**src/include/rsf_pkg.sv**
```systemverilog
// Shared constants and types for the rate sample filter and bias calibration block
`default_nettype none
package rsf_pkg;
    // Clock and sample timing
    localparam int CLK_HZ = 40_000_000;
    localparam int BASE_HZ = 32768;
    localparam int BASE_DIV = (CLK_HZ + BASE_HZ / 2) / BASE_HZ;
    localparam int BASE_W = $clog2(BASE_DIV);
    localparam int NVM_TIME_MS = 72;
    localparam int NVM_CYC = (CLK_HZ / 1000) * NVM_TIME_MS;

    // Register byte addresses, low byte of each 16-bit register
    localparam logic [6:0] ADDR_OUT_LO = 7'h04;
    localparam logic [6:0] ADDR_OUT_HI = 7'h06;
    localparam logic [6:0] ADDR_OFF_FINE = 7'h08;
    localparam logic [6:0] ADDR_OFF_COARSE = 7'h0a;
    localparam logic [6:0] ADDR_SMPL = 7'h1e;
    localparam logic [6:0] ADDR_FILT = 7'h20;
    localparam logic [6:0] ADDR_DEC = 7'h22;
    localparam logic [6:0] ADDR_CMD = 7'h28;

    // Reset values
    localparam logic [15:0] OFF_RST = 16'h0000;
    localparam logic [15:0] SMPL_RST = 16'h001f;
    localparam logic [15:0] FILT_RST = 16'h0000;
    localparam logic [15:0] DEC_RST = 16'h0000;

    // Field positions and limits
    localparam int CMD_ABC_BIT = 0;
    localparam int CMD_RESTORE_BIT = 1;
    localparam int FILT_EXP_W = 3;
    localparam int FILT_EXP_MAX = 6;
    localparam int DEC_EXP_W = 5;
    localparam int DEC_EXP_MAX = 16;
    localparam int DATA_W = 16;
    localparam int SPI_FRAME = 16;

    // Decoded serial frame: write flag, byte address, data byte
    typedef struct packed {
        logic wr;
        logic [6:0] addr;
        logic [7:0] data;
    } rsf_frame_s;

    typedef enum logic [2:0] {
        ST_IDLE = 3'b001,
        ST_ABC = 3'b010,
        ST_SAVE = 3'b100
    } rsf_state_e;
endpackage
`default_nettype wire

```
**src/verilog/rsf_sample_timer.sv**
```systemverilog
// Sample tick generator: internal period divider or external sample clock
`timescale 1ns/100ps
`default_nettype none
module rsf_sample_timer (
    // Clock and reset
    input wire logic i_sys_clk,
    input wire logic i_rst,
    // Control
    input wire logic [15:0] i_period,
    input wire logic i_ext_pin,
    // Tick
    output logic o_tick
);
    logic [2:0] ext_q_r;
    logic [rsf_pkg::BASE_W-1:0] base_r, base_nxt;
    logic [15:0] pcnt_r, pcnt_nxt;
    logic tick_nxt;

    always_comb begin
        base_nxt = base_r;
        pcnt_nxt = pcnt_r;
        tick_nxt = 1'b0;
        if (i_period == 16'h0000) begin
            // Internal clock stopped, rising edges of the external pin time the samples
            base_nxt = '0;
            pcnt_nxt = 16'h0000;
            tick_nxt = ext_q_r[1] & ~ext_q_r[2];
        end else if (base_r == rsf_pkg::BASE_W'(rsf_pkg::BASE_DIV - 1)) begin
            base_nxt = '0;
            // Rate is base rate over code plus one
            if (pcnt_r >= i_period) begin
                pcnt_nxt = 16'h0000;
                tick_nxt = 1'b1;
            end else begin
                pcnt_nxt = pcnt_r + 16'h0001;
            end
        end else begin
            base_nxt = base_r + rsf_pkg::BASE_W'(1);
        end
    end

    always_ff @(posedge i_sys_clk) begin
        if (i_rst) begin
            ext_q_r <= 3'h0;
            base_r <= '0;
            pcnt_r <= 16'h0000;
            o_tick <= 1'b0;
        end else begin
            ext_q_r <= {ext_q_r[1:0], i_ext_pin};
            base_r <= base_nxt;
            pcnt_r <= pcnt_nxt;
            o_tick <= tick_nxt;
        end
    end
endmodule
`default_nettype wire

```
**src/verilog/rsf_avg_stage.sv**
```systemverilog
// Moving average stage with power-of-two tap count
`timescale 1ns/100ps
`default_nettype none
module rsf_avg_stage #(
    parameter int W = 16,
    parameter int EXP_W = 3
) (
    // Clock and reset
    input wire logic i_sys_clk,
    input wire logic i_rst,
    input wire logic i_clr,
    // Control
    input wire logic [EXP_W-1:0] i_exp,
    // Sample stream
    input wire logic i_valid,
    input wire logic signed [W-1:0] i_data,
    output logic o_valid,
    output logic signed [W-1:0] o_data
);
    localparam int DEPTH = 64;
    localparam int PW = $clog2(DEPTH);
    localparam int SW = W + PW;

    logic signed [W-1:0] mem_r [DEPTH];
    logic [PW-1:0] ptr_r, ptr_nxt, old_idx;
    logic signed [SW-1:0] sum_r, sum_nxt;
    logic [EXP_W-1:0] exp_r;
    logic flush;
    logic signed [W-1:0] data_nxt;

    // Tap count change or clear empties the history
    assign flush = i_clr | (exp_r != i_exp);
    assign old_idx = ptr_r - PW'(7'h01 << i_exp);

    always_comb begin
        ptr_nxt = ptr_r;
        sum_nxt = sum_r;
        data_nxt = o_data;
        if (flush) begin
            ptr_nxt = '0;
            sum_nxt = '0;
            data_nxt = '0;
        end else if (i_valid) begin
            ptr_nxt = ptr_r + PW'(1);
            sum_nxt = sum_r + SW'(i_data) - SW'(mem_r[old_idx]);
            data_nxt = W'(sum_nxt >>> i_exp);
        end
    end

    genvar gi;
    generate
        for (gi = 0; gi < DEPTH; gi++) begin : g_tap
            always_ff @(posedge i_sys_clk) begin
                if (i_rst || flush) begin
                    mem_r[gi] <= '0;
                end else if (i_valid && ptr_r == PW'(gi)) begin
                    mem_r[gi] <= i_data;
                end
            end
        end
    endgenerate

    always_ff @(posedge i_sys_clk) begin
        if (i_rst) begin
            ptr_r <= '0;
            sum_r <= '0;
            exp_r <= '0;
            o_valid <= 1'b0;
            o_data <= '0;
        end else begin
            ptr_r <= ptr_nxt;
            sum_r <= sum_nxt;
            exp_r <= i_exp;
            o_valid <= i_valid & ~flush;
            o_data <= data_nxt;
        end
    end
endmodule
`default_nettype wire

```
**src/verilog/rsf_top.sv**
```systemverilog
// Rate sample timing, cascaded averaging, decimation, offsets and bias calibration
`timescale 1ns/100ps
`default_nettype none
module rsf_top #(
    parameter int NVM_CYC = rsf_pkg::NVM_CYC
) (
    // Clock and reset
    input wire logic i_sys_clk,
    input wire logic i_rst,
    // Serial port pins
    input wire logic i_spi_sclk,
    input wire logic i_spi_cs_n,
    input wire logic i_spi_mosi,
    output logic o_spi_miso,
    // Sample timing pin
    input wire logic i_external_sample_clock_pin,
    // Sensor front end
    input wire logic signed [15:0] i_raw_rate,
    // Results and status
    output logic [15:0] o_rate_output_upper,
    output logic [15:0] o_rate_output_lower,
    output logic o_out_valid,
    output logic o_busy,
    output logic o_nvm_save
);
    localparam int TW = $clog2(NVM_CYC + 1);
    localparam int AW = 32;

    // Serial port synchronisers and shifter
    logic [2:0] sclk_q_r, cs_q_r;
    logic [1:0] mosi_q_r;
    logic [15:0] rx_r, rx_nxt, tx_r, tx_nxt;
    logic [4:0] bcnt_r, bcnt_nxt;
    logic [6:0] rd_addr_r, rd_addr_nxt;
    logic frm_vld_r, frm_vld_nxt;
    rsf_pkg::rsf_frame_s frm_r, frm_nxt;
    logic sclk_rise, sclk_fall, cs_fall, cs_act;

    // Registers and control
    logic [15:0] fine_r, fine_nxt, coarse_r, coarse_nxt;
    logic [15:0] smpl_r, smpl_nxt, filt_r, filt_nxt, dec_r, dec_nxt;
    logic [15:0] hi_nxt, lo_nxt;
    rsf_pkg::rsf_state_e state_r, state_nxt;
    logic [TW-1:0] timer_r, timer_nxt;
    logic save_nxt, vld_nxt, clr_r, clr_nxt;
    logic signed [AW-1:0] acc_r, acc_nxt, acc_sum, scaled;
    logic [AW-1:0] out_sum;
    logic [15:0] dcnt_r, dcnt_nxt, dlim;
    logic [rsf_pkg::DEC_EXP_W-1:0] dexp;

    // Datapath wiring
    logic tick;
    logic s1_vld, s2_vld;
    logic signed [15:0] s1_data, s2_data;

    assign sclk_rise = sclk_q_r[1] & ~sclk_q_r[2];
    assign sclk_fall = ~sclk_q_r[1] & sclk_q_r[2];
    assign cs_fall = ~cs_q_r[1] & cs_q_r[2];
    assign cs_act = ~cs_q_r[1];

    function automatic logic [15:0] rd_mux(input logic [6:0] a);
        logic [15:0] v;
        v = 16'h0000;
        case (a)
            rsf_pkg::ADDR_OUT_LO: v = o_rate_output_lower;
            rsf_pkg::ADDR_OUT_HI: v = o_rate_output_upper;
            rsf_pkg::ADDR_OFF_FINE: v = fine_r;
            rsf_pkg::ADDR_OFF_COARSE: v = coarse_r;
            rsf_pkg::ADDR_SMPL: v = smpl_r;
            rsf_pkg::ADDR_FILT: v = filt_r;
            rsf_pkg::ADDR_DEC: v = dec_r;
            default: v = 16'h0000;
        endcase
        return v;
    endfunction

    // Byte write into one half of a 16-bit register
    function automatic logic [15:0] put_byte(input logic [15:0] r, input logic hi,
                                             input logic [7:0] d);
        return hi ? {d, r[7:0]} : {r[15:8], d};
    endfunction

    always_comb begin
        rx_nxt = rx_r;
        tx_nxt = tx_r;
        bcnt_nxt = bcnt_r;
        frm_vld_nxt = 1'b0;
        frm_nxt = frm_r;
        if (!cs_act) begin
            bcnt_nxt = 5'h00;
        end else begin
            if (cs_fall) begin
                tx_nxt = rd_mux(rd_addr_r);
            end
            if (sclk_rise) begin
                rx_nxt = {rx_r[14:0], mosi_q_r[1]};
                if (bcnt_r == 5'(rsf_pkg::SPI_FRAME - 1)) begin
                    frm_vld_nxt = 1'b1;
                    frm_nxt = rsf_pkg::rsf_frame_s'({rx_r[14:0], mosi_q_r[1]});
                    bcnt_nxt = 5'h00;
                end else begin
                    bcnt_nxt = bcnt_r + 5'h01;
                end
            end
            // First bit stays up until the first sampling edge
            if (sclk_fall && bcnt_r != 5'h00) begin
                tx_nxt = {tx_r[14:0], 1'b0};
            end
        end
    end

    always_ff @(posedge i_sys_clk) begin
        if (i_rst) begin
            sclk_q_r <= 3'h7;
            cs_q_r <= 3'h7;
            mosi_q_r <= 2'h0;
            rx_r <= 16'h0000;
            tx_r <= 16'h0000;
            bcnt_r <= 5'h00;
            frm_vld_r <= 1'b0;
            frm_r <= '0;
        end else begin
            sclk_q_r <= {sclk_q_r[1:0], i_spi_sclk};
            cs_q_r <= {cs_q_r[1:0], i_spi_cs_n};
            mosi_q_r <= {mosi_q_r[0], i_spi_mosi};
            rx_r <= rx_nxt;
            tx_r <= tx_nxt;
            bcnt_r <= bcnt_nxt;
            frm_vld_r <= frm_vld_nxt;
            frm_r <= frm_nxt;
        end
    end

    assign o_spi_miso = tx_r[15];

    rsf_sample_timer u_timer (
        .i_sys_clk(i_sys_clk),
        .i_rst(i_rst),
        .i_period(smpl_r),
        .i_ext_pin(i_external_sample_clock_pin),
        .o_tick(tick)
    );

    // Two identical stages in cascade
    rsf_avg_stage #(.W(rsf_pkg::DATA_W), .EXP_W(rsf_pkg::FILT_EXP_W)) u_stage1 (
        .i_sys_clk(i_sys_clk),
        .i_rst(i_rst),
        .i_clr(clr_r),
        .i_exp(filt_r[rsf_pkg::FILT_EXP_W-1:0]),
        .i_valid(tick),
        .i_data(i_raw_rate),
        .o_valid(s1_vld),
        .o_data(s1_data)
    );

    rsf_avg_stage #(.W(rsf_pkg::DATA_W), .EXP_W(rsf_pkg::FILT_EXP_W)) u_stage2 (
        .i_sys_clk(i_sys_clk),
        .i_rst(i_rst),
        .i_clr(clr_r),
        .i_exp(filt_r[rsf_pkg::FILT_EXP_W-1:0]),
        .i_valid(s1_vld),
        .i_data(s1_data),
        .o_valid(s2_vld),
        .o_data(s2_data)
    );

    // Decimation group size and output scaling
    assign dexp = dec_r[rsf_pkg::DEC_EXP_W-1:0];
    assign dlim = 16'((17'h00001 << dexp) - 17'h00001);
    assign acc_sum = acc_r + AW'(s2_data);
    // Growth bits land MSB-first in the lower word
    assign scaled = acc_sum <<< (5'(rsf_pkg::DEC_EXP_MAX) - dexp);
    assign out_sum = AW'(scaled) + {coarse_r, fine_r};

    always_comb begin
        fine_nxt = fine_r;
        coarse_nxt = coarse_r;
        smpl_nxt = smpl_r;
        filt_nxt = filt_r;
        dec_nxt = dec_r;
        hi_nxt = o_rate_output_upper;
        lo_nxt = o_rate_output_lower;
        state_nxt = state_r;
        timer_nxt = timer_r;
        save_nxt = 1'b0;
        vld_nxt = 1'b0;
        clr_nxt = 1'b0;
        acc_nxt = acc_r;
        dcnt_nxt = dcnt_r;
        if (s2_vld) begin
            if (dcnt_r >= dlim) begin
                acc_nxt = '0;
                dcnt_nxt = 16'h0000;
                vld_nxt = 1'b1;
                hi_nxt = out_sum[31:16];
                lo_nxt = out_sum[15:0];
            end else begin
                acc_nxt = acc_sum;
                dcnt_nxt = dcnt_r + 16'h0001;
            end
        end
        unique case (state_r)
            rsf_pkg::ST_IDLE: begin
                if (frm_vld_r && frm_r.wr) begin
                    unique case ({frm_r.addr[6:1], 1'b0})
                        rsf_pkg::ADDR_OFF_FINE:
                            fine_nxt = put_byte(fine_r, frm_r.addr[0], frm_r.data);
                        rsf_pkg::ADDR_OFF_COARSE:
                            coarse_nxt = put_byte(coarse_r, frm_r.addr[0], frm_r.data);
                        rsf_pkg::ADDR_SMPL:
                            smpl_nxt = put_byte(smpl_r, frm_r.addr[0], frm_r.data);
                        rsf_pkg::ADDR_FILT:
                            filt_nxt = put_byte(filt_r, frm_r.addr[0], frm_r.data);
                        rsf_pkg::ADDR_DEC:
                            dec_nxt = put_byte(dec_r, frm_r.addr[0], frm_r.data);
                        rsf_pkg::ADDR_CMD: begin
                            if (!frm_r.addr[0] && frm_r.data[rsf_pkg::CMD_RESTORE_BIT]) begin
                                fine_nxt = rsf_pkg::OFF_RST;
                                coarse_nxt = rsf_pkg::OFF_RST;
                                hi_nxt = 16'h0000;
                                lo_nxt = 16'h0000;
                                acc_nxt = '0;
                                dcnt_nxt = 16'h0000;
                                clr_nxt = 1'b1;
                                save_nxt = 1'b1;
                                timer_nxt = TW'(NVM_CYC - 1);
                                state_nxt = rsf_pkg::ST_SAVE;
                            end else if (!frm_r.addr[0] &&
                                         frm_r.data[rsf_pkg::CMD_ABC_BIT]) begin
                                // Fresh group so a whole output cycle is measured
                                acc_nxt = '0;
                                dcnt_nxt = 16'h0000;
                                state_nxt = rsf_pkg::ST_ABC;
                            end
                        end
                        default: begin
                        end
                    endcase
                end
            end
            rsf_pkg::ST_ABC: begin
                // Serial frames are dropped until the sequence ends
                if (vld_nxt) begin
                    {coarse_nxt, fine_nxt} = 32'(-scaled);
                    save_nxt = 1'b1;
                    timer_nxt = TW'(NVM_CYC - 1);
                    state_nxt = rsf_pkg::ST_SAVE;
                end
            end
            rsf_pkg::ST_SAVE: begin
                if (timer_r == '0) begin
                    state_nxt = rsf_pkg::ST_IDLE;
                end else begin
                    timer_nxt = timer_r - TW'(1);
                end
            end
            default: begin
                state_nxt = rsf_pkg::ST_IDLE;
            end
        endcase
        if (frm_vld_r && !frm_r.wr && state_r == rsf_pkg::ST_IDLE) begin
            rd_addr_nxt = {frm_r.addr[6:1], 1'b0};
        end else begin
            rd_addr_nxt = rd_addr_r;
        end
    end

    always_ff @(posedge i_sys_clk) begin
        if (i_rst) begin
            fine_r <= rsf_pkg::OFF_RST;
            coarse_r <= rsf_pkg::OFF_RST;
            smpl_r <= rsf_pkg::SMPL_RST;
            filt_r <= rsf_pkg::FILT_RST;
            dec_r <= rsf_pkg::DEC_RST;
            o_rate_output_upper <= 16'h0000;
            o_rate_output_lower <= 16'h0000;
            state_r <= rsf_pkg::ST_IDLE;
            timer_r <= '0;
            o_nvm_save <= 1'b0;
            o_out_valid <= 1'b0;
            o_busy <= 1'b0;
            clr_r <= 1'b0;
            acc_r <= '0;
            dcnt_r <= 16'h0000;
            rd_addr_r <= 7'h00;
        end else begin
            fine_r <= fine_nxt;
            coarse_r <= coarse_nxt;
            smpl_r <= smpl_nxt;
            filt_r <= filt_nxt;
            dec_r <= dec_nxt;
            o_rate_output_upper <= hi_nxt;
            o_rate_output_lower <= lo_nxt;
            state_r <= state_nxt;
            timer_r <= timer_nxt;
            o_nvm_save <= save_nxt;
            o_out_valid <= vld_nxt;
            o_busy <= (state_nxt != rsf_pkg::ST_IDLE);
            clr_r <= clr_nxt;
            acc_r <= acc_nxt;
            dcnt_r <= dcnt_nxt;
            rd_addr_r <= rd_addr_nxt;
        end
    end
endmodule
`default_nettype wire

```
**config.mk**
```make
export PLATFORM = sky130hd
export DESIGN_NAME = rsf_top
export DESIGN_NICKNAME = d
export VERILOG_FILES = /design/src/include/rsf_pkg.sv /design/src/verilog/rsf_sample_timer.sv /design/src/verilog/rsf_avg_stage.sv /design/src/verilog/rsf_top.sv
export SDC_FILE = /design/constraint.sdc
export NUM_CORES = 2
export LEC_CHECK = 0
export ABC_AREA = 1
export BUFFER_PORTS_ARGS = -buffer_cell sky130_fd_sc_hd__buf_2
export CORE_ASPECT_RATIO = 0.7
export CORE_UTILIZATION = 60
export CTS_CLUSTER_SIZE = 30
export DETAILED_ROUTE_END_ITERATION = 8
export GPL_TIMING_DRIVEN = 1
export PLACE_DENSITY_LB_ADDON = 0.3
export RECOVER_POWER = 50
export SYNTH_ARGS = -nofsm -noshare
export SYNTH_HDL_FRONTEND = slang
export SYNTH_SLANG_ARGS = --single-unit
```
**constraint.sdc**
```tcl
create_clock -name i_sys_clk -period 15.35 [get_ports i_sys_clk]
set_input_delay 1.535 -clock i_sys_clk [delete_from_list [all_inputs] [get_ports i_sys_clk]]
set_output_delay 1.535 -clock i_sys_clk [all_outputs]
set_load 0.005 [all_outputs]
```
==> impl_metrics.json <==
{
  "dieArea_mm2": 0.2003,
  "synthArstFlopShare": 0,
  "met1Wirelength_mm": 147.5,
  "drc": 3,
  "ys_seq_elements": 2428,
  "tightest_slew_ns": 4.418,
  "syn_area_per_cell_um2": 9.119,
  "groute.usage.overall": 0.3668,
  "fill_cells": 15720,
  "die_w_um": 534.5,
  "rows": 136,
  "ctsResizeCount": 0,
  "multi_input_area_mm2": 0.04333,
  "nNetsFinal": 12800,
  "wl_met2_mm": 155.4,
  "grt_setup_unrepaired": "false",
  "layout_commonest_cell": "nor2_1",
  "yosys-top-cells-area": "edfxtp_1 (52%), nor2_1 (11%), dfxtp_1 (6.4%), o21ai_0 (5.4%), nand2_1 (4.4%)",
  "hp-class": "flip-flop to flip-flop",
  "cts_buffers": 229,
  "synth_edf_count": 2048,
  "initial_utilization": 0.6054,
  "syn_inst": 13060,
  "final.min_clock_period_ns": 11.84,
  "post-cts-setup-buffers": 0,
  "layout_common_cells": "nor2_1 (3,509), edfxtp_1 (2,048), nand2_1 (1,389)",
  "critPathRequiredTime_ns": 16.01,
  "dp.cells": 14950,
  "syn_to_final_growth_pct": 7.191,
  "drive_gt1_frac": 0.05518,
  "hold_end": "sclk_q_r[1]$_SDFF_PP1_",
  "ys.flop_type": "edfxtp_1",
  "core_mm2": 0.1967,
  "setup_ws_ns": 3.508,
  "first_pass_iters": 9,
  "cpMostUsedCell": "clkbuf_1",
  "h-tree-depth": 4,
  "clk-insertion-delay-late_ns": 0.90,
  "drv_slew": 829,
  "antenna_found_initial": 9,
  "place_ws_ns": 6.237,
  "p_sw_w": 0.003040,
  "cts_buffer_depth": 4,
  "drt-initial-drc-count": 17210,
  "crit_family": "buffers and inverters",
  "slowest_delay_ns": 2.93,
  "cp_cell_sequence": "clkbuf_1 -> clkinv_1 -> a221oi_1 -> nand2_1 -> clkinvlp_2 -> clkbuf_1 -> nand3_1 -> nor2_1",
  "cts_tree": "built",
  "wl_met3_mm": 61.62,
  "grt_max_degree": 230,
  "post-route-period-util": 0.7715,
  "skew_ns": 0.06728,
  "hold_path.startpoint": "sclk_q_r[0]$_SDFF_PP1_",
  "syn-num-nets": 13300,
  "cap_violations": 13,
  "yosys.area.top_type": "edfxtp_1",
  "critPathBufInv": 4,
  "worst_ep_arrival_time_ns": 12.50,
  "worst_setup_path_end_kind": "flip-flop",
  "critPathMaxFanout": 105,
  "hold_depth": 1,
  "cp_slowest_cell": "clkbuf_1",
  "grt_pass1_wl_mm": 561.0,
  "hold_violations": 0,
  "r2r-start": "filt_r[1]$_SDFFE_PP0P_",
  "highest_layer": "met5",
  "synth_top_area_share": 0.5164,
  "portBuffers": 57,
  "r2r-end": "u_stage1.mem_r[36][12]$_SDFFCE_PN0P_",
  "cts_sinks": 2428,
  "vias_per_cell": 6.425,
  "ys_types": 63,
  "seq_area_frac_synth": 0.5803,
  "die_height_um": 374.7,
  "cp-start-kind": "flip-flop",
  "r2r_cells": 8,
  "vias": 98780,
  "yosysWarnings": 0,
  "ir_drop_mv": 0.1108,
  "worstSetupPathType": "flip-flop to flip-flop",
  "reg2reg_slack_ns": 3.51,
  "path_clk_slew_ns": 0.06,
  "holdBufCountCts": 0,
  "overflow": 0,
  "utilization": 0.6489,
  "combinationalPowerShare": 0.039,
  "setup_violations": 0,
  "seqPwrFrac": 0.545,
  "p_leak_nw": 47.83,
  "place_hpwl_mm": 234.5,
  "wirelength_mm": 376.9,
  "finalNonFillerCells": 15380,
  "io_pins": 58,
  "fmax_mhz": 84.44,
  "internal_power_w": 0.01050,
  "seqCellArea_mm2": 0.06911,
  "finalSetupTns_ns": 0,
  "p_sw_frac": 0.2246,
  "gp_congestion": 1.023,
  "clkPwrFrac": 0.417,
  "status": "finished with violations",
  "cts_root_buf": "clkbuf_16",
  "slew_headroom": -1.962,
  "synth_area_mm2": 0.1191,
  "detail_route.wl_per_cell_um": 24.51,
  "violations": "design-rule violations, max-capacitance violations, max-slew violations",
  "antenna_left": 0,
  "p_per_area_mw_per_mm2": 106.0,
  "grt_pass1_vias": 91880
}
## cells by family (layout without fill, tap and decap cells)
group	count (synthesis)	count (layout)	share of synthesized area
and+or+nand+nor	5797	5797	0.1966
AOI/OAI and AO/OA	2646	2646	0.1279
DFF	2428	2428	0.5803
buffers and inverters	1825	1506	0.05792
adders and majority gates	222	222	0.02622
xor gates and xnor gates	112	112	0.008615
muxes	29	29	0.002438
other	0	13	0
## worst max path at each step
| stage | startpoint | end | slack [ns] | cells after the start |
|---|---|---|---|---|
| 6_report | filt_r[1]$_SDFFE_PP0P_ | u_stage1.mem_r[36][12]$_SDFFCE_PN0P_ | 3.51 | 8 |
| 5_1_grt | filt_r[1]$_SDFFE_PP0P_ | u_stage1.mem_r[36][12]$_SDFFCE_PN0P_ | 2.94 | 8 |
| 4_1_cts | filt_r[1]$_SDFFE_PP0P_ | u_stage2.o_data[14]$_SDFFE_PN0P_ | 6.19 | 32 |
| 3_5_place_dp | filt_r[1]$_SDFFE_PP0P_ | u_stage2.o_data[14]$_SDFFE_PN0P_ | 6.24 | 30 |
| 3_3_place_gp | filt_r[1]$_SDFFE_PP0P_ | u_stage2.o_data[14]$_SDFFE_PN0P_ | 6.30 | 30 |
| 2_1_floorplan | filt_r[0]$_SDFFE_PP0P_ | u_stage2.o_data[9]$_SDFFE_PN0P_ | 9.46 | 36 |
## registers in the layout, summed over array words and instances (netlist names), 22 cells and up
signal and count:
acc_r 32, u_stage1.mem_r 1024, u_stage2.sum_r 22, u_stage1.sum_r 22, timer_r 22, u_stage2.mem_r 1024
## cell type report
cell class	instances	share of cell area
sequential	2428	0.5414
multi-input combinational	8806	0.3394
clock buffer	282	0.04718
tap	2622	0.02570
inverter	851	0.02531
timing repair buffer	243	0.01174
clock inverter	130	0.009047
antenna	13	0.0002548
## synth_stat cells (all sizes together) (20+ instances only)
master and number:
inv 835, nand3 626, o211ai 39, xnor2 38, clkbuf 880, nor3 75, dfxtp 380, xor2 74
o221ai 250, buf 94, nor2 3538, edfxtp 2048, a31oi 75, a211oi 35, o21ai 1315, nand2 1432
a21oi 543, nor4 20, a221oi 41, o22ai 245, nand4 60, a22oi 41, mux2i 29, fa 46
ha 176
## metal layers
| metal | up-vias | track usage |
|---|---|---|
| li1 | 43640 | - |
| met1 | 47070 | 0.5348 |
| met2 | 7179 | 0.5138 |
| met3 | 885 | 0.1280 |
| met4 | 8 | 0.1058 |
| met5 | - | 0.02129 |
## through the flow
step	total power, W	hold WS, ns	instance area [µm²]
after floorplan	0.007806	0.3883	119100
after global placement	0.007998	0.3980	120700
after detailed placement	0.008015	0.3961	120700
after CTS	0.01351	0.4105	127900
after global routing	0.01381	0.4218	127600
final	0.01354	0.4095	127700
## power by group through the flow
stage                     combinational (W)  sequential [W]  clock (W)
final                              0.000521         0.00738    0.00564
after global routing               0.000554         0.00739    0.00586
after CTS                          0.000507         0.00737    0.00563
after detailed placement           0.000505         0.00751          0
after global placement             0.000495         0.00750          0
after floorplan                    0.000312         0.00749          0
Note: power is estimated with default switching activity, not from simulation.
